`src/include/cftm_pkg.sv`:
```
// Constants, fields and types shared by the frame trigger matcher
package cftm_pkg;
   // ===========================================================
   // Register byte offsets
   localparam logic [5:0] OFS_CTRL   = 6'h00;
   localparam logic [5:0] OFS_BITLEN = 6'h04;
   localparam logic [5:0] OFS_IDVAL  = 6'h08;
   localparam logic [5:0] OFS_IDMSK  = 6'h0c;
   localparam logic [5:0] OFS_DVLO   = 6'h10;
   localparam logic [5:0] OFS_DVHI   = 6'h14;
   localparam logic [5:0] OFS_DMLO   = 6'h18;
   localparam logic [5:0] OFS_DMHI   = 6'h1c;
   localparam logic [5:0] OFS_STAT   = 6'h20;
   localparam logic [5:0] OFS_IMASK  = 6'h24;
   localparam logic [5:0] OFS_STATE  = 6'h28;
   // ===========================================================
   // Control register fields
   localparam int CTRL_COND_LSB = 0;
   localparam int CTRL_EXT_BIT  = 4;
   localparam int CTRL_DLEN_LSB = 8;
   localparam int CTRL_SAMP_LSB = 12;
   localparam int CTRL_SRC_LSB  = 16;
   // ===========================================================
   // Reset values
   localparam logic [15:0] BITLEN_RST = 16'h0028;
   localparam logic [3:0]  DLEN_RST   = 4'h1;
   localparam logic [2:0]  SAMP_RST   = 3'h4;
   // ===========================================================
   // Status bit positions
   localparam int ST_TRIG = 0;
   localparam int ST_ERR  = 1;
   localparam int ST_OVL  = 2;
   localparam int ST_ACK  = 3;
   localparam int ST_UNK  = 4;
   localparam int ST_REJ  = 5;
   localparam int ST_W    = 6;
   // ===========================================================
   // Frame field limits, last bit counted from zero; stuff run, byte and condition counts
   localparam logic [2:0] STUFF_RUN    = 3'h5;
   localparam logic [6:0] BASE_ID_LAST = 7'h0a;
   localparam logic [6:0] EXT_ID_LAST  = 7'h11;
   localparam logic [6:0] DLC_LAST     = 7'h03;
   localparam logic [6:0] CRC_LAST     = 7'h0e;
   localparam logic [6:0] EOF_LAST     = 7'h06;
   localparam logic [6:0] INT_LAST     = 7'h02;
   localparam logic [6:0] IDLE_LAST    = 7'h0a;
   localparam logic [3:0] MAX_BYTES    = 4'h8;
   localparam logic [3:0] NUM_COND     = 4'h9;
   // ===========================================================
   // Input selection codes
   localparam logic [4:0] SRC_EXT  = 5'h04;
   localparam logic [4:0] SRC_DIG0 = 5'h05;
   localparam logic [4:0] SRC_DIGN = 5'h14;
   // Sample point as fraction of bit time in 1/1024:
   // 60, 62.5, 68, 70, 75, 80, 87.5, 87.5 percent
   localparam logic [9:0] SP_FRAC [8] = '{10'h266, 10'h280, 10'h2b8,
      10'h2cd, 10'h300, 10'h333, 10'h380, 10'h380};
   // ===========================================================
   typedef enum logic [3:0] {
      COND_SOF = 4'h0, COND_DATA = 4'h1, COND_ERR = 4'h2,
      data_id_cond = 4'h3, any_id_cond = 4'h4, remote_id_cond = 4'h5,
      all_errors_cond = 4'h6, COND_OVL = 4'h7, ack_error_cond = 4'h8
   } cftm_cond_type;
   typedef enum logic [3:0] {
      FS_WAIT = 4'h0, FS_IDLE = 4'h1, FS_BID = 4'h2, FS_SRR = 4'h3,
      FS_IDE = 4'h4, FS_EID = 4'h5, FS_RTR2 = 4'h6, FS_RES = 4'h7,
      FS_DLC = 4'h8, FS_DATA = 4'h9, FS_CRC = 4'ha, FS_CDEL = 4'hb,
      FS_ACK = 4'hc, FS_ADEL = 4'hd, FS_EOF = 4'he, FS_INT = 4'hf
   } cftm_fsm_type;
endpackage : cftm_pkg

```
`src/include/cftm_bit_if.sv`:
```
// Bit timing link between decoder and bit sampler
`timescale 1ns/1ps
`default_nettype none
interface cftm_bit_if;
   logic        rx;       // Selected bus level
   logic [15:0] bit_len;  // Clocks per bit
   logic [2:0]  samp_sel; // Sample point choice
   logic        bit_stb;  // One pulse per sampled bit
   logic        bit_val;  // Sampled level, 1 recessive
   modport timing (input rx, bit_len, samp_sel, output bit_stb, bit_val);
   modport decode (output rx, bit_len, samp_sel, input bit_stb, bit_val);
endinterface : cftm_bit_if
`default_nettype wire

```
`src/logic/cftm_top.sv`:
```
// Passive CAN frame decoder and trigger matcher with register slave
// Behaviour
// RL1 - Start-of-frame condition triggers on every frame start
// RL2 - Id plus data: id, data, length all match
// RL3 - Error condition triggers on detected error frames
// RL4 - Data id condition: matching id, remote bit clear
// RL5 - Any id condition: matching id, data or remote
// RL6 - Remote id condition: matching id, remote bit set
// RL7 - All errors: error frames plus unclassifiable bus states
// RL8 - Overload condition triggers on overload frames
// RL9 - Ack error: acknowledge slot sampled recessive
// RL10 - Input select among channels, external, logic inputs; code applies it to start-of-frame only, channel 1 otherwise
// RL11 - Without decoding only start-of-frame condition accepted
// RL12 - Identifier 11 bits standard, 29 bits extended
// RL13 - Mask bit zero drops bit from compare
// RL14 - Data length zero to eight whole bytes
// RL15 - Sample point chosen from 60 to 87.5 percent
// RL16 - One-clock trigger pulse; restart on reset, change
`timescale 1ns/1ps
`default_nettype none
module cftm_top
   import cftm_pkg::*;
#(
   parameter bit ANALOG_ONLY = 1'b0, // Conditions other than start-of-frame rejected
   parameter bit TWO_CH      = 1'b0  // Only channels one and two
) (
   input  wire logic        clk,             // 20 MHz clock
   input  wire logic        rst_n,           // Async reset, active low
   input  wire logic [3:0]  analog_in,       // Channel comparators 1..4
   input  wire logic        ext_in,          // External input
   input  wire logic [15:0] logic_inputs,    // Digital inputs 0..15
   input  wire logic        decode_licensed, // Frame decoding enabled
   input  wire logic [5:0]  avs_address,     // Byte address
   input  wire logic        avs_read,        // Read request
   input  wire logic        avs_write,       // Write request
   input  wire logic [31:0] avs_writedata,   // Write data
   input  wire logic [3:0]  avs_byteenable,  // Write byte lanes
   output logic [31:0]      avs_readdata,    // Read data
   output logic             avs_waitrequest, // Low for one answer cycle
   output logic             trig_out,        // Trigger pulse
   output logic             irq              // Level interrupt
);
   typedef struct packed {
      cftm_cond_type cond;
      logic          ext;
      logic [3:0]    dlen;
      logic [2:0]    samp;
      logic [4:0]    src;
      logic [15:0]   bit_len;
      logic [28:0]   id_val;
      logic [28:0]   id_msk;
      logic [63:0]   dval;
      logic [63:0]   dmsk;
      logic [ST_W-1:0] stat;
      logic [ST_W-1:0] imask;
      cftm_fsm_type  fsm;
      logic [6:0]    cnt;
      logic [2:0]    same;
      logic          last;
      logic [28:0]   id;
      logic          rtr;
      logic          ide;
      logic [3:0]    dlc;
      logic [63:0]   data;
      logic [6:0]    dbits;
      logic          rx;
      logic          trig;
      logic          irq;
      logic          wreq;
      logic [31:0]   rdata;
   } cftm_state_type;

   cftm_state_type  s_q;
   cftm_state_type  s_d;
   cftm_bit_if      bi ();
   logic [31:0]     bm;
   logic [31:0]     rv;
   logic [31:0]     wv;
   logic [31:0]     ctrl_rv;
   logic [3:0]      wcond;
   logic [3:0]      wdlen;
   logic [4:0]      src_sel;
   logic [4:0]      dig_idx;
   logic            wr;
   logic            restart;
   logic            stuffed;
   logic            sof_go;
   logic            b;
   logic [3:0]      nb;
   logic [ST_W-1:0] ev;
   logic [ST_W-1:0] stat_clr;
   logic            ev_frm;
   logic            id_hit;
   logic            data_hit;
   logic            id_ok;
   logic [28:0]     id_pat;
   logic [28:0]     id_msk_e;
   logic [63:0]     dmsk_e;

   cftm_bit_sampler u_smp (
      .clk   (clk),
      .rst_n (rst_n),
      .bi    (bi)
   );

   cftm_masked_match #(.W(29)) u_id_match (
      .val  (s_q.id),
      .pat  (id_pat),
      .mask (id_msk_e),
      .hit  (id_hit)
   );

   cftm_masked_match #(.W(64)) u_data_match (
      .val  (s_q.data),
      .pat  (s_q.dval),
      .mask (dmsk_e),
      .hit  (data_hit)
   );

   assign bi.rx = s_q.rx;
   assign bi.bit_len = s_q.bit_len;
   assign bi.samp_sel = s_q.samp;

   always_comb begin
      // ========================================================
      // Register read view and byte lane merge
      bm = {{8{avs_byteenable[3]}}, {8{avs_byteenable[2]}},
            {8{avs_byteenable[1]}}, {8{avs_byteenable[0]}}};
      ctrl_rv = '0;
      ctrl_rv[CTRL_COND_LSB +: 4] = s_q.cond;
      ctrl_rv[CTRL_EXT_BIT] = s_q.ext;
      ctrl_rv[CTRL_DLEN_LSB +: 4] = s_q.dlen;
      ctrl_rv[CTRL_SAMP_LSB +: 3] = s_q.samp;
      ctrl_rv[CTRL_SRC_LSB +: 5] = s_q.src;
      case (avs_address)
         OFS_CTRL:   rv = ctrl_rv;
         OFS_BITLEN: rv = {16'h0000, s_q.bit_len};
         OFS_IDVAL:  rv = {3'h0, s_q.id_val};
         OFS_IDMSK:  rv = {3'h0, s_q.id_msk};
         OFS_DVLO:   rv = s_q.dval[31:0];
         OFS_DVHI:   rv = s_q.dval[63:32];
         OFS_DMLO:   rv = s_q.dmsk[31:0];
         OFS_DMHI:   rv = s_q.dmsk[63:32];
         OFS_STAT:   rv = {26'h0, s_q.stat};
         OFS_IMASK:  rv = {26'h0, s_q.imask};
         OFS_STATE:  rv = {20'h0, s_q.cnt, s_q.rx, s_q.fsm};
         default:    rv = '0;
      endcase
      wv = (rv & ~bm) | (avs_writedata & bm);
      wcond = wv[CTRL_COND_LSB +: 4];
      wdlen = wv[CTRL_DLEN_LSB +: 4];
      s_d = s_q;
      ev = '0;
      stat_clr = '0;
      restart = 1'b0;
      // ========================================================
      // Bus slave: one wait cycle, then a one-cycle answer
      s_d.wreq = 1'b1;
      if ((avs_read || avs_write) && s_q.wreq) begin
         s_d.wreq = 1'b0;
         s_d.rdata = avs_read ? rv : 32'h0000_0000;
      end
      wr = avs_write && !s_q.wreq;
      if (wr) begin
         case (avs_address)
            OFS_CTRL: begin
               if (wcond >= NUM_COND || (wcond != COND_SOF
                   && (!decode_licensed || ANALOG_ONLY))) begin
                  ev[ST_REJ] = 1'b1; // RL11
               end else begin
                  s_d.cond = cftm_cond_type'(wcond);
               end
               s_d.ext = wv[CTRL_EXT_BIT]; // RL12
               s_d.dlen = (wdlen > MAX_BYTES) ? MAX_BYTES : wdlen; // RL14
               s_d.samp = wv[CTRL_SAMP_LSB +: 3]; // RL15
               s_d.src = wv[CTRL_SRC_LSB +: 5]; // RL10
               restart = (s_d.cond != s_q.cond) || (s_d.src != s_q.src)
                  || (s_d.ext != s_q.ext); // RL16
            end
            OFS_BITLEN: s_d.bit_len = wv[15:0];
            OFS_IDVAL:  s_d.id_val = wv[28:0];
            OFS_IDMSK:  s_d.id_msk = wv[28:0];
            OFS_DVLO:   s_d.dval[31:0] = wv;
            OFS_DVHI:   s_d.dval[63:32] = wv;
            OFS_DMLO:   s_d.dmsk[31:0] = wv;
            OFS_DMHI:   s_d.dmsk[63:32] = wv;
            OFS_STAT:   stat_clr = avs_writedata[ST_W-1:0] & bm[ST_W-1:0];
            OFS_IMASK:  s_d.imask = wv[ST_W-1:0];
            default: ;
         endcase
      end
      // ========================================================
      // Input selection, applied only for start-of-frame
      src_sel = (s_q.cond == COND_SOF) ? s_q.src : 5'h00; // RL10
      dig_idx = src_sel - SRC_DIG0;
      if (src_sel < SRC_EXT) begin
         s_d.rx = (TWO_CH && src_sel[1]) ? 1'b1 : analog_in[src_sel[1:0]];
      end else if (src_sel == SRC_EXT) begin
         s_d.rx = ext_in;
      end else if (src_sel <= SRC_DIGN) begin
         s_d.rx = logic_inputs[dig_idx[3:0]];
      end else begin
         s_d.rx = 1'b1;
      end
      // ========================================================
      // Frame decoder with bit destuffing
      b = bi.bit_val;
      sof_go = 1'b0;
      ev_frm = 1'b0;
      nb = (s_q.dlc > MAX_BYTES) ? MAX_BYTES : s_q.dlc;
      stuffed = (s_q.fsm >= FS_BID) && (s_q.fsm <= FS_CDEL);
      if (restart) begin
         s_d.fsm = FS_WAIT; // RL16
         s_d.cnt = '0;
      end else if (bi.bit_stb) begin
         s_d.cnt = s_q.cnt + 7'h01;
         if (stuffed && s_q.same == STUFF_RUN) begin
            if (b == s_q.last) begin
               ev[ST_ERR] = !b; // RL3
               ev[ST_UNK] = b; // RL7
               s_d.fsm = FS_WAIT;
               s_d.cnt = '0;
            end else begin
               s_d.cnt = s_q.cnt;
               s_d.last = b;
               s_d.same = 3'h1;
            end
         end else begin
            if (stuffed) begin
               s_d.last = b;
               s_d.same = (b == s_q.last) ? s_q.same + 3'h1 : 3'h1;
            end
            case (s_q.fsm)
               FS_WAIT: begin
                  if (!b) begin
                     s_d.cnt = '0;
                  end else if (s_q.cnt == IDLE_LAST) begin
                     s_d.fsm = FS_IDLE;
                     s_d.cnt = '0;
                  end
               end
               FS_IDLE: sof_go = !b;
               FS_BID: begin
                  s_d.id = {s_q.id[27:0], b};
                  if (s_q.cnt == BASE_ID_LAST) begin
                     s_d.fsm = FS_SRR;
                  end
               end
               FS_SRR: begin
                  s_d.rtr = b;
                  s_d.fsm = FS_IDE;
               end
               FS_IDE: begin
                  s_d.ide = b;
                  s_d.fsm = b ? FS_EID : FS_RES;
                  s_d.cnt = '0;
               end
               FS_EID: begin
                  s_d.id = {s_q.id[27:0], b}; // RL12
                  if (s_q.cnt == EXT_ID_LAST) begin
                     s_d.fsm = FS_RTR2;
                  end
               end
               FS_RTR2: begin
                  s_d.rtr = b;
                  s_d.fsm = FS_RES;
                  s_d.cnt = '0;
               end
               FS_RES: begin
                  if (s_q.cnt == {6'h00, s_q.ide}) begin
                     s_d.fsm = FS_DLC;
                     s_d.cnt = '0;
                  end
               end
               FS_DLC: begin
                  s_d.dlc = {s_q.dlc[2:0], b};
                  if (s_q.cnt == DLC_LAST) begin
                     s_d.cnt = '0;
                     s_d.fsm = (s_q.rtr || s_d.dlc == 4'h0) ? FS_CRC
                                                          : FS_DATA;
                  end
               end
               FS_DATA: begin
                  if (s_q.dbits < {s_q.dlen, 3'h0}) begin
                     s_d.data = {s_q.data[62:0], b}; // RL14
                     s_d.dbits = s_q.dbits + 7'h01;
                  end
                  if (s_q.cnt == {nb, 3'h0} - 7'h01) begin
                     s_d.fsm = FS_CRC;
                     s_d.cnt = '0;
                  end
               end
               FS_CRC: begin
                  if (s_q.cnt == CRC_LAST) begin
                     s_d.fsm = FS_CDEL;
                  end
               end
               FS_CDEL: begin
                  ev_frm = b;
                  ev[ST_UNK] = !b; // RL7
                  s_d.fsm = b ? FS_ACK : FS_WAIT;
                  s_d.cnt = '0;
               end
               FS_ACK: begin
                  ev[ST_ACK] = b; // RL9
                  s_d.fsm = FS_ADEL;
               end
               FS_ADEL: begin
                  ev[ST_UNK] = !b; // RL7
                  s_d.fsm = b ? FS_EOF : FS_WAIT;
                  s_d.cnt = '0;
               end
               FS_EOF: begin
                  if (!b) begin
                     ev[ST_OVL] = (s_q.cnt == EOF_LAST); // RL8
                     ev[ST_ERR] = (s_q.cnt != EOF_LAST); // RL3
                     s_d.fsm = FS_WAIT;
                     s_d.cnt = '0;
                  end else if (s_q.cnt == EOF_LAST) begin
                     s_d.fsm = FS_INT;
                     s_d.cnt = '0;
                  end
               end
               FS_INT: begin
                  if (!b && s_q.cnt == INT_LAST) begin
                     sof_go = 1'b1;
                  end else if (!b) begin
                     ev[ST_OVL] = 1'b1; // RL8
                     s_d.fsm = FS_WAIT;
                     s_d.cnt = '0;
                  end else if (s_q.cnt == INT_LAST) begin
                     s_d.fsm = FS_IDLE;
                  end
               end
               default: begin
                  s_d.fsm = FS_WAIT;
                  s_d.cnt = '0;
               end
            endcase
            if (sof_go) begin
               s_d.fsm = FS_BID;
               s_d.cnt = '0;
               s_d.last = 1'b0;
               s_d.same = 3'h1;
               s_d.id = '0;
               s_d.data = '0;
               s_d.dbits = '0;
            end
         end
      end
      // ========================================================
      // Pattern compare and trigger selection
      id_pat = s_q.ext ? s_q.id_val : {18'h0, s_q.id_val[10:0]}; // RL12
      id_msk_e = s_q.ext ? s_q.id_msk : {18'h0, s_q.id_msk[10:0]};
      for (int i = 0; i < 8; i++) begin
         dmsk_e[i*8 +: 8] = (4'(i) < s_q.dlen) ? s_q.dmsk[i*8 +: 8]
                                               : 8'h00; // RL14
      end
      id_ok = id_hit && (s_q.ide == s_q.ext);
      case (s_q.cond)
         COND_SOF: s_d.trig = sof_go || ev[ST_OVL]; // RL1
         COND_DATA: s_d.trig = ev_frm && !s_q.rtr && id_ok && data_hit
                               && (s_q.dlc == s_q.dlen); // RL2
         COND_ERR: s_d.trig = ev[ST_ERR]; // RL3
         data_id_cond: s_d.trig = ev_frm && !s_q.rtr && id_ok; // RL4
         any_id_cond: s_d.trig = ev_frm && id_ok; // RL5
         remote_id_cond: s_d.trig = ev_frm && s_q.rtr && id_ok; // RL6
         all_errors_cond: s_d.trig = ev[ST_ERR] || ev[ST_UNK]; // RL7
         COND_OVL: s_d.trig = ev[ST_OVL]; // RL8
         ack_error_cond: s_d.trig = ev[ST_ACK]; // RL9
         default: s_d.trig = 1'b0;
      endcase
      // ========================================================
      // Sticky status, new events win over clears
      ev[ST_TRIG] = s_d.trig; // RL16
      s_d.stat = (s_q.stat & ~stat_clr) | ev;
      s_d.irq = |(s_d.stat & s_d.imask);
   end

   always_ff @(posedge clk or negedge rst_n) begin
      if (!rst_n) begin
         s_q <= '0;
         s_q.cond <= COND_SOF;
         s_q.fsm <= FS_WAIT; // RL16
         s_q.dlen <= DLEN_RST;
         s_q.samp <= SAMP_RST;
         s_q.bit_len <= BITLEN_RST;
         s_q.rx <= 1'b1;
         s_q.wreq <= 1'b1;
      end else begin
         s_q <= s_d;
      end
   end

   assign avs_readdata = s_q.rdata;
   assign avs_waitrequest = s_q.wreq;
   assign trig_out = s_q.trig;
   assign irq = s_q.irq;
endmodule : cftm_top
`default_nettype wire

```
`src/logic/cftm_masked_match.sv`:
```
// Masked pattern compare, one mask bit per value bit
`timescale 1ns/1ps
`default_nettype none
module cftm_masked_match #(
   parameter int W = 8 // Pattern width
) (
   input  wire logic [W-1:0] val,  // Received bits
   input  wire logic [W-1:0] pat,  // Programmed pattern
   input  wire logic [W-1:0] mask, // One selects a bit
   output logic              hit   // All selected bits equal
);
   assign hit = ~|((val ^ pat) & mask); // RL13
endmodule : cftm_masked_match
`default_nettype wire

```
`src/logic/cftm_bit_sampler.sv`:
```
// Bit timing: edge resync and sample point strobe
`timescale 1ns/1ps
`default_nettype none
module cftm_bit_sampler
   import cftm_pkg::*;
(
   input  wire logic clk,   // System clock
   input  wire logic rst_n, // Async reset, active low
   cftm_bit_if.timing bi    // Bit link
);
   typedef struct packed {
      logic [15:0] cnt;
      logic        prev;
      logic        stb;
      logic        val;
   } cftm_smp_type;

   cftm_smp_type s_q;
   cftm_smp_type s_d;
   logic [25:0]  prod;

   always_comb begin
      prod = 26'(bi.bit_len) * 26'(SP_FRAC[bi.samp_sel]); // RL15
      s_d = s_q;
      s_d.stb = 1'b0;
      s_d.prev = bi.rx;
      if (s_q.prev && !bi.rx) begin
         s_d.cnt = 16'h0001;
      end else if (s_q.cnt >= bi.bit_len - 16'h0001) begin
         s_d.cnt = 16'h0000;
      end else begin
         s_d.cnt = s_q.cnt + 16'h0001;
      end
      if (s_q.cnt == prod[25:10]) begin
         s_d.stb = 1'b1; // RL15
         s_d.val = bi.rx;
      end
   end

   always_ff @(posedge clk or negedge rst_n) begin
      if (!rst_n) begin
         s_q <= '0;
         s_q.prev <= 1'b1;
         s_q.val <= 1'b1;
      end else begin
         s_q <= s_d;
      end
   end

   assign bi.bit_stb = s_q.stb;
   assign bi.bit_val = s_q.val;
endmodule : cftm_bit_sampler
`default_nettype wire

```
`config.mk`:
```
export PLATFORM = sky130hd
export DESIGN_NAME = cftm_top
export DESIGN_NICKNAME = d
export VERILOG_FILES = /design/src/include/cftm_pkg.sv /design/src/include/cftm_bit_if.sv /design/src/logic/cftm_top.sv /design/src/logic/cftm_masked_match.sv /design/src/logic/cftm_bit_sampler.sv
export SDC_FILE = /design/constraint.sdc
export NUM_CORES = 1
export LEC_CHECK = 0
export BUFFER_PORTS_ARGS = -buffer_cell sky130_fd_sc_hd__buf_2
export CORE_UTILIZATION = 30
export CTS_BUF_LIST = sky130_fd_sc_hd__clkbuf_4 sky130_fd_sc_hd__clkbuf_8
export DETAILED_ROUTE_END_ITERATION = 10
export RECOVER_POWER = 50
export SETUP_SLACK_MARGIN = 0.5
export SYNTH_ARGS = -nofsm -noshare
export SYNTH_HDL_FRONTEND = slang
export SYNTH_SLANG_ARGS = --single-unit
```
`constraint.sdc`:
```
create_clock -name clk -period 15.2 [get_ports clk]
set_input_delay 2.28 -clock clk [delete_from_list [all_inputs] [get_ports clk]]
set_output_delay 2.28 -clock clk [all_outputs]
set_load 0.05 [all_outputs]
```
==> results.tsv, run 1 <==
stage	metric	value	unit
die	initial_core_util	30.4	%
die	ioPinCount	103	
clock_tree	cts_tree	yes	
pwr	swShare	33.2	%
critical_path	cp-start-kind	input port	
synthesis	synth_most_common_cell	nand2_1	
sta	slew_viol_final	353	
pwr	p_switching	0.00104	W
outcome	outcome	finished with violations	
synthesis	yosys_warnings	0	
grt	globalRouteMet1Util	26.8	%
sta	maxSlewHeadroom	-310	%
synthesis	synth_top_family_by_area	compound AO/OA/AOI/OAI gates	
critical_path	critPathTopFamily	buffers and inverters	
grt	grtUsageMet2	29.9	%
die	num_rows	109	
pwr	ir_drop	0.0862	mV
pwr	p_clk_share	38.5	%
place	portBuffers	102	
clock_tree	clk_pin_slew	60	ps
synthesis	synthMuxAreaShare	4.25	%
routing	antenna_left	0	
sta	setup_violations	0	
critical_path	required	15030	ps
sta	rsz0062_at_grt	false	
sta	period_minus_slack	9900	ps
synthesis	ys_seq_area_share	37.7	%
clock_tree	htree_levels	3	
critical_path	path_cells	clkbuf_1 -> clkbuf_1	
grt	busiest_layer	met2	
critical_path	cp.arrival	9740	ps
sta	tns	0	ps
die	core	0.0888	mm^2
synthesis	syn_inst	2942	
place	pre_cts_slack	7200	ps
critical_path	cpMaxStageDelayCell	clkbuf_1	
clock_tree	clock_sinks	407	
sta	fin_ws	5300	ps
routing	wl_per_cell	21.0	um
clock_tree	root_buffer	clkbuf_8	
clock_tree	clockBufferDepth	3	
job	maxCapViolations	6	
sta	fin_crit_sh	65.2	%
clock_tree	numCtsBuffers	76	
synthesis	syn_nets	3215	
routing	drtPass1Iterations	8	
synthesis	synthTopCellsByCount	417 x nand2_1, 399 x dfrtp_1, 334 x o21ai_0, 199 x inv_1, 161 x clkbuf_1	
pwr	comb_power_share	19.9	%
synthesis	ys_top_cells_by_area	dfrtp_1 37%, fa_1 8.1%, o21ai_0 6.2%, nand2_1 5.8%, ha_1 4.4%	
sta	hold_violations	0	
sta	worstMarginPinSlew	6150	ps
hold_path	hp-class	reg2reg	
critical_path	crit_top_cell	clkbuf_1	
synthesis	synth_compound_area_share	18.1	%
synthesis	synthAdderAreaFrac	12.6	%
cells_and_area	syn2layout_area_growth	11.2	%
critical_path	path_class	in2async	
synthesis	synth_area	0.0270	mm^2
place	dpl.hpwl	62600	um
critical_path	crit_fanout	109	
place	finalWeightedCongestion	0.958	
clock_tree	post_cts_buffers	0	
cells_and_area	fillers	9141	
synthesis	synth_edf_count	0	
cells_and_area	drive_gt1_share	10.8	%
routing	avgViaCountPerCell	5.36	
grt	grt_overflow	0	
synthesis	ys_seq_elements	407	
synthesis	synth_area_per_cell	9.18	um^2
clock_tree	clock_latency	690	ps
grt	grt_pass1_wl	135000	um
pwr	sequentialPowerShare	41.6	%
sta	max_freq	101	MHz
synthesis	synth_xor_area_share	5.15	%
grt	antenna_found_initial	2	
synthesis	yosysUniqueCellTypes	84	
synthesis	netlist.top_cell.by_area	dfrtp_1	
pwr	powerDensity	104	mW/mm^2
synthesis	async_flop_share	100	%
routing	drc	0	
pwr	power_leakage	14.1	nW
synthesis	synth_top_area_share	37.0	%
critical_path	critPathCaptureType	asynchronous set/reset pin	
synthesis	synthSimpleGateAreaFrac	15.8	%
sta	fin_skew	59.2	ps
critical_path	critical-path-max-stage-delay	4190	ps
outcome	violations	max-capacitance violations, max-slew violations	
synthesis	ys.flop_type	dfrtp_1	
clock_tree	post_cts_resize_count	0	
die	die_y	302	um
grt	met3_usage	3.44	%
die	die_w	302	um
routing	wl	87600	um
grt	grt_util_all_layers	19.2	%
die	die_area	0.0913	mm^2
grt	grt_pass1_vias	21700	
grt	grt_max_degree	110	
clock_tree	hold_buffers	0	
routing	via_count	22400	
pwr	internal_power	0.00208	W
critical_path	path_buf_inv	2	
routing	drtIter0Drc	2309	
cells_and_area	final_nets	3215	
==> layer usage <==
layer  up-vias  routed length (um)
met4         2                2420
met2       875               39700
met5         -                  13
met1     11100               39000
met3       137                6440
li1      10200                   -
==> final timing paths <==
| kind | from | depth (start not counted) | end | slack (ps) |
|---|---|---|---|---|
| setup / recovery | rst_n | 2 | s_q[212]$_DFFE_PN0P_ | 5300 |
| hold / removal | avs_readdata[1]$_DFFE_PN0P_ | 2 | avs_readdata[1]$_DFFE_PN0P_ | 480 |
| setup reg to reg | bi.samp_sel[1]$_DFFE_PN0P_ | 22 | u_smp.bi.bit_val$_DFFE_PN1P_ | 7180 |
| hold reg to reg | avs_readdata[1]$_DFFE_PN0P_ | 2 | avs_readdata[1]$_DFFE_PN0P_ | 480 |
| max in group clk | bi.samp_sel[1]$_DFFE_PN0P_ | 22 | u_smp.bi.bit_val$_DFFE_PN1P_ | 7180 |
| min in group asynchronous | rst_n | 1 | s_q[64]$_DFFE_PN0P_ | 3850 |
==> state kept, by name, indices dropped and copies added, names as in the netlist <==
signal and cells:
bi.samp_sel 3, irq 1, avs_readdata 32, bi.bit_len 16, ctrl_rv 14, trig_out 1
avs_waitrequest 1, u_smp.bi.bit_val 1, bi.rx 1, u_smp.bi.bit_stb 1, u_smp.s_q 17, s_q 319
==> kinds of logic after synthesis <==
kind of cell / count (synthesis)
xor gates and xnor gates: 159
AOI/OAI and AO/OA: 754
muxes: 104
adders and majority gates: 206
DFF: 407
and+or+nand+nor: 891
buffers and inverters: 421
==> layout make-up <==
type	count	area, um^2	area share, %
timing repair buffer	141	741	2.47
antenna	1	2.50	0.00833
multi-input combinational	2114	15200	50.5
clock buffer	118	1500	4.99
clock inverter	20	229	0.762
tap	1165	1460	4.85
sequential	407	10200	33.9
inverter	202	758	2.52
==> per-stage QoR <==
stage / utilization, % / cells / cell area [um^2] / power [W] / hold slack (ps)
floorplan: - / 2942 / 27000 / 0.00170 / 363
global placement: 32.0 / 4029 / 28400 / 0.00192 / 461
detailed placement: 32.0 / 4029 / 28400 / 0.00193 / 464
CTS: 33.9 / 4167 / 30100 / 0.00313 / 480
global route: 33.8 / 4167 / 30000 / 0.00327 / 500
finish: 33.8 / 4168 / 30000 / 0.00312 / 479
==> power by group through the flow <==
stage | clock (W) | combinational, W | sequential [W]
floorplan | 0 | 0.000469 | 0.00123
global placement | 0 | 0.000610 | 0.00131
detailed placement | 0 | 0.000616 | 0.00131
CTS | 0.00122 | 0.000619 | 0.00129
global route | 0.00127 | 0.000701 | 0.00131
finish | 0.00120 | 0.000620 | 0.00130
==> placed cells by master (no fill, tap or decap), types with 74 or more instances in the layout <==
cell type  synthesis  layout
xor2_1           123     123
and2_1            83      81
inv_1            199     199
clkbuf_8           0      98
dfrtp_1          399     399
o31ai_1           74      74
o21ai_0          334     332
a22oi_1          113     113
fa_1             109     109
nor2_1            99      97
nand2_1          417     411
ha_1              96      96
Note: power is estimated with default switching activity, not from simulation.
==> run 2: changes to the inputs <==
ABC_AREA = 1   (was default)
clock period = 9.8 ns   (was 15.2 ns; I/O delays follow)
==> run 2 against run 1 <==
Compared with the run above:
- the flow still finishes with violations (max-capacitance violations, max-slew violations)
- synthesized area shrank 2.2%
- combinational power grew to 4.0 times the previous value
- critical path depth grew 30
- synthesized cell count grew 13%
- clock power grew 58%
- hold slack lost 4.2 ps
- clock-buffer cell count is the same
- core utilization grew 0.13 points
==> results.tsv, run 2 <==
stage	metric	value	unit	change
outcome	outcome	finished with violations		unchanged
outcome	violations	max-capacitance violations, max-slew violations		unchanged
grt	grt_pass1_vias	22700		was 21700
routing	wl_per_cell	18.6	um	was 21.0 um
hold_path	hp-class	reg2reg		unchanged
synthesis	ys_top_cells_by_area	dfrtp_1 38%, nand2_1 9.7%, o21ai_0 8.7%, fa_1 8.3%, inv_1 6.0%		was dfrtp_1 37%, fa_1 8.1%, o21ai_0 6.2%, nand2_1 5.8%, ha_1 4.4%
synthesis	netlist.top_cell.by_area	dfrtp_1		unchanged
pwr	sequentialPowerShare	30.2	%	was 41.6%
pwr	p_switching	0.00241	W	was 0.00104 W
pwr	p_clk_share	30.0	%	was 38.5%
place	placed_cell_area	0.0279	mm^2	was 0.0284 mm^2
place	portBuffers	102		unchanged
cells_and_area	final_cell_area	0.0296	mm^2	was 0.0300 mm^2
clock_tree	clockBufferDepth	3		unchanged
synthesis	syn_inst	3338		was 2942
synthesis	yosys_warnings	0		unchanged
synthesis	async_flop_share	100	%	unchanged
critical_path	required	10400	ps	was 15030 ps
synthesis	synth_edf_count	0		unchanged
synthesis	synth_area	0.0264	mm^2	was 0.0270 mm^2
pwr	swShare	38.3	%	was 33.2%
clock_tree	post_cts_resize_count	0		unchanged
sta	period_minus_slack	7400	ps	
critical_path	cp.arrival	8000	ps	was 9740 ps
clock_tree	cts_tree	yes		unchanged
die	die_y	299	um	was 302 um
clock_tree	post_cts_buffers	0		unchanged
clock_tree	hold_buffers	0		unchanged
cells_and_area	n_antenna_cell	0		was 1
cells_and_area	largest_register_ffs	319		unchanged
grt	antenna_found_initial	0		was 2
die	ioPinCount	103		unchanged
critical_path	cpMaxStageDelayCell	o21ai_1		was clkbuf_1
synthesis	ys_seq_area_share	38.6	%	was 37.7%
cells_and_area	stdcell_count	4608		was 4168
routing	antenna_left	0		unchanged
synthesis	yosysUniqueCellTypes	60		was 84
clock_tree	clock_sinks	407		unchanged
cells_and_area	fillers	9181		was 9141
sta	worstMarginPinSlew	4940	ps	was 6150 ps
die	die_w	299	um	was 302 um
cells_and_area	multiInputGateArea	0.0138	mm^2	was 0.0152 mm^2
die	initial_core_util	30.4	%	about the same
critical_path	critPathCaptureType	register		was asynchronous set/reset pin
routing	drtIter0Drc	2009		was 2309
synthesis	synth_top_area_share	37.8	%	was 37.0%
critical_path	critical-path-max-stage-delay	960	ps	was 4190 ps
critical_path	cp-start-kind	register		was input port
sta	max_freq	135	MHz	
routing	drtPass1Iterations	5		was 8
grt	grt_max_degree	187		was 110
die	num_rows	108		was 109
cells_and_area	regArea	0.0102	mm^2	unchanged
sta	fin_skew	56.5	ps	was 59.2 ps
sta	fin_crit_sh	75.5	%	
routing	avgViaCountPerCell	5.03		was 5.36
synthesis	ys_seq_elements	407		unchanged
clock_tree	numCtsBuffers	76		unchanged
clock_tree	clk_pin_slew	70	ps	was 60 ps
place	dpl.cell_count	4471		was 4029
cells_and_area	drive_gt1_share	9.15	%	was 10.8%
pwr	powerDensity	212	mW/mm^2	was 104 mW/mm^2
grt	grt_overflow	0		unchanged
pwr	internal_power	0.00387	W	was 0.00208 W
cells_and_area	syn2layout_area_growth	11.8	%	was 11.2%
synthesis	synth_area_per_cell	7.92	um^2	was 9.18 um^2
sta	slew_viol_final	382		was 353
cells_and_area	top_register	s_q		unchanged
place	dpl.hpwl	61000	um	was 62600 um
die	die_area	0.0893	mm^2	was 0.0913 mm^2
grt	grt_util_all_layers	19.1	%	was 19.2%
grt	grt_pass1_wl	133000	um	was 135000 um
synthesis	syn_nets	3611		was 3215
synthesis	synth_most_common_cell	nand2_1		unchanged
critical_path	crit_fanout	16		was 109
clock_tree	htree_levels	3		unchanged
sta	tns	0	ps	unchanged
sta	maxSlewHeadroom	-229	%	was -310%
die	core	0.0870	mm^2	was 0.0888 mm^2
sta	setup_violations	0		unchanged
sta	rsz0062_at_grt	false		unchanged
synthesis	ys.flop_type	dfrtp_1		unchanged
cells_and_area	mostFrequentLayoutCells	683 x nand2_1, 458 x o21ai_0, 418 x inv_1		was 411 x nand2_1, 399 x dfrtp_1, 332 x o21ai_0
synthesis	synthTopCellsByCount	683 x nand2_1, 458 x o21ai_0, 422 x inv_1, 399 x dfrtp_1, 284 x nor2_1		was 417 x nand2_1, 399 x dfrtp_1, 334 x o21ai_0, 199 x inv_1, 161 x clkbuf_1
routing	via_count	23200		was 22400
clock_tree	clock_latency	680	ps	was 690 ps
cells_and_area	final_common_cell	nand2_1		unchanged
pwr	comb_power_share	39.7	%	was 19.9%
place	finalWeightedCongestion	0.878		was 0.958
critical_path	path_class	reg2reg		was in2async
pwr	power_leakage	13.5	nW	was 14.1 nW
job	maxCapViolations	4		was 6
cells_and_area	final_nets	3667		was 3215
sta	hold_violations	0		unchanged
clock_tree	root_buffer	clkbuf_8		unchanged
routing	drc	0		unchanged
routing	wl	85700	um	was 87600 um
pwr	ir_drop	0.208	mV	was 0.0862 mV
==> run 2: cell families (layout without fill, tap and decap cells) <==
group                    count (synthesis)  after routing  share of synthesized area (%)
AND/OR/NAND/NOR                       1259           1259                           20.0
AO/OA/AOI/OAI                          795            795                           16.9
buffers and inverters                  600            715                           9.28
flip-flops                             407            407                           38.6
adder cells (fa/ha/maj)                205            205                           12.8
XOR/XNOR                                72             72                           2.39
==> run 2: final cells by class <==
type,count,area share [%]
multi-input cells,2331,46.7
inverters,447,5.68
clock inverters,19,0.868
clock buffers,118,5.01
flip-flops and latches,407,34.5
well taps,1155,4.89
repair buffers,131,2.38
==> run 2: per-layer routing <==
metal	routed length, um	share of wire, %	global-route usage (%)
met5	0	0	0
met4	2660	3.1	6.62
met3	6230	7.3	3.76
met2	40200	47	31.6
met1	36600	43	24.8
==> run 2: power by group through the flow <==
stage	clock [W]	combinational (W)	sequential, W
after global routing	0.00200	0.00290	0.00191
after floorplan	0	0.00195	0.00188
after CTS	0.00192	0.00252	0.00190
after global placement	0	0.00247	0.00192
after detailed placement	0	0.00251	0.00192
final	0.00189	0.00249	0.00190
==> run 2: through the flow <==
stage | setup slack, ps | total power [W] | hold WS, ps | util, %
after floorplan | 3360 | 0.00383 | 368 | -
after global routing | 1170 | 0.00681 | 501 | 34.0
after detailed placement | 2380 | 0.00443 | 452 | 32.0
after CTS | 2380 | 0.00634 | 473 | 34.0
final | 2400 | 0.00628 | 475 | 34.0
after global placement | 2540 | 0.00439 | 455 | 32.0
==> run 2: worst max-delay path: cells and delay by family (launching register included) <==
kind                       cells  cell delay (ps)
AOI/OAI and AO/OA             10             2490
xor gates and xnor gates       1              160
DFF                            1              390
and+or+nand+nor                8              660
buffers and inverters          6              690
adders and majority gates      7             2980
==> run 2: worst paths after layout <==
| path | slack, ps | cells past startpoint | endpoint | from |
|---|---|---|---|---|
| worst max register to register | 2400 | 32 | u_smp.bi.bit_val$_DFFE_PN1P_ | bi.samp_sel[0]$_DFFE_PN0P_ |
| max in group asynchronous | 2490 | 2 | s_q[228]$_DFFE_PN0P_ | rst_n |
| worst min-delay path | 470 | 1 | s_q[145]$_DFFE_PN0P_ | s_q[145]$_DFFE_PN0P_ |
| worst min register to register | 470 | 1 | s_q[145]$_DFFE_PN0P_ | s_q[145]$_DFFE_PN0P_ |
| min in group asynchronous | 2590 | 1 | u_smp.s_q[17]$_DFF_PN0_ | rst_n |
| worst max-delay path | 2400 | 32 | u_smp.bi.bit_val$_DFFE_PN1P_ | bi.samp_sel[0]$_DFFE_PN0P_ |
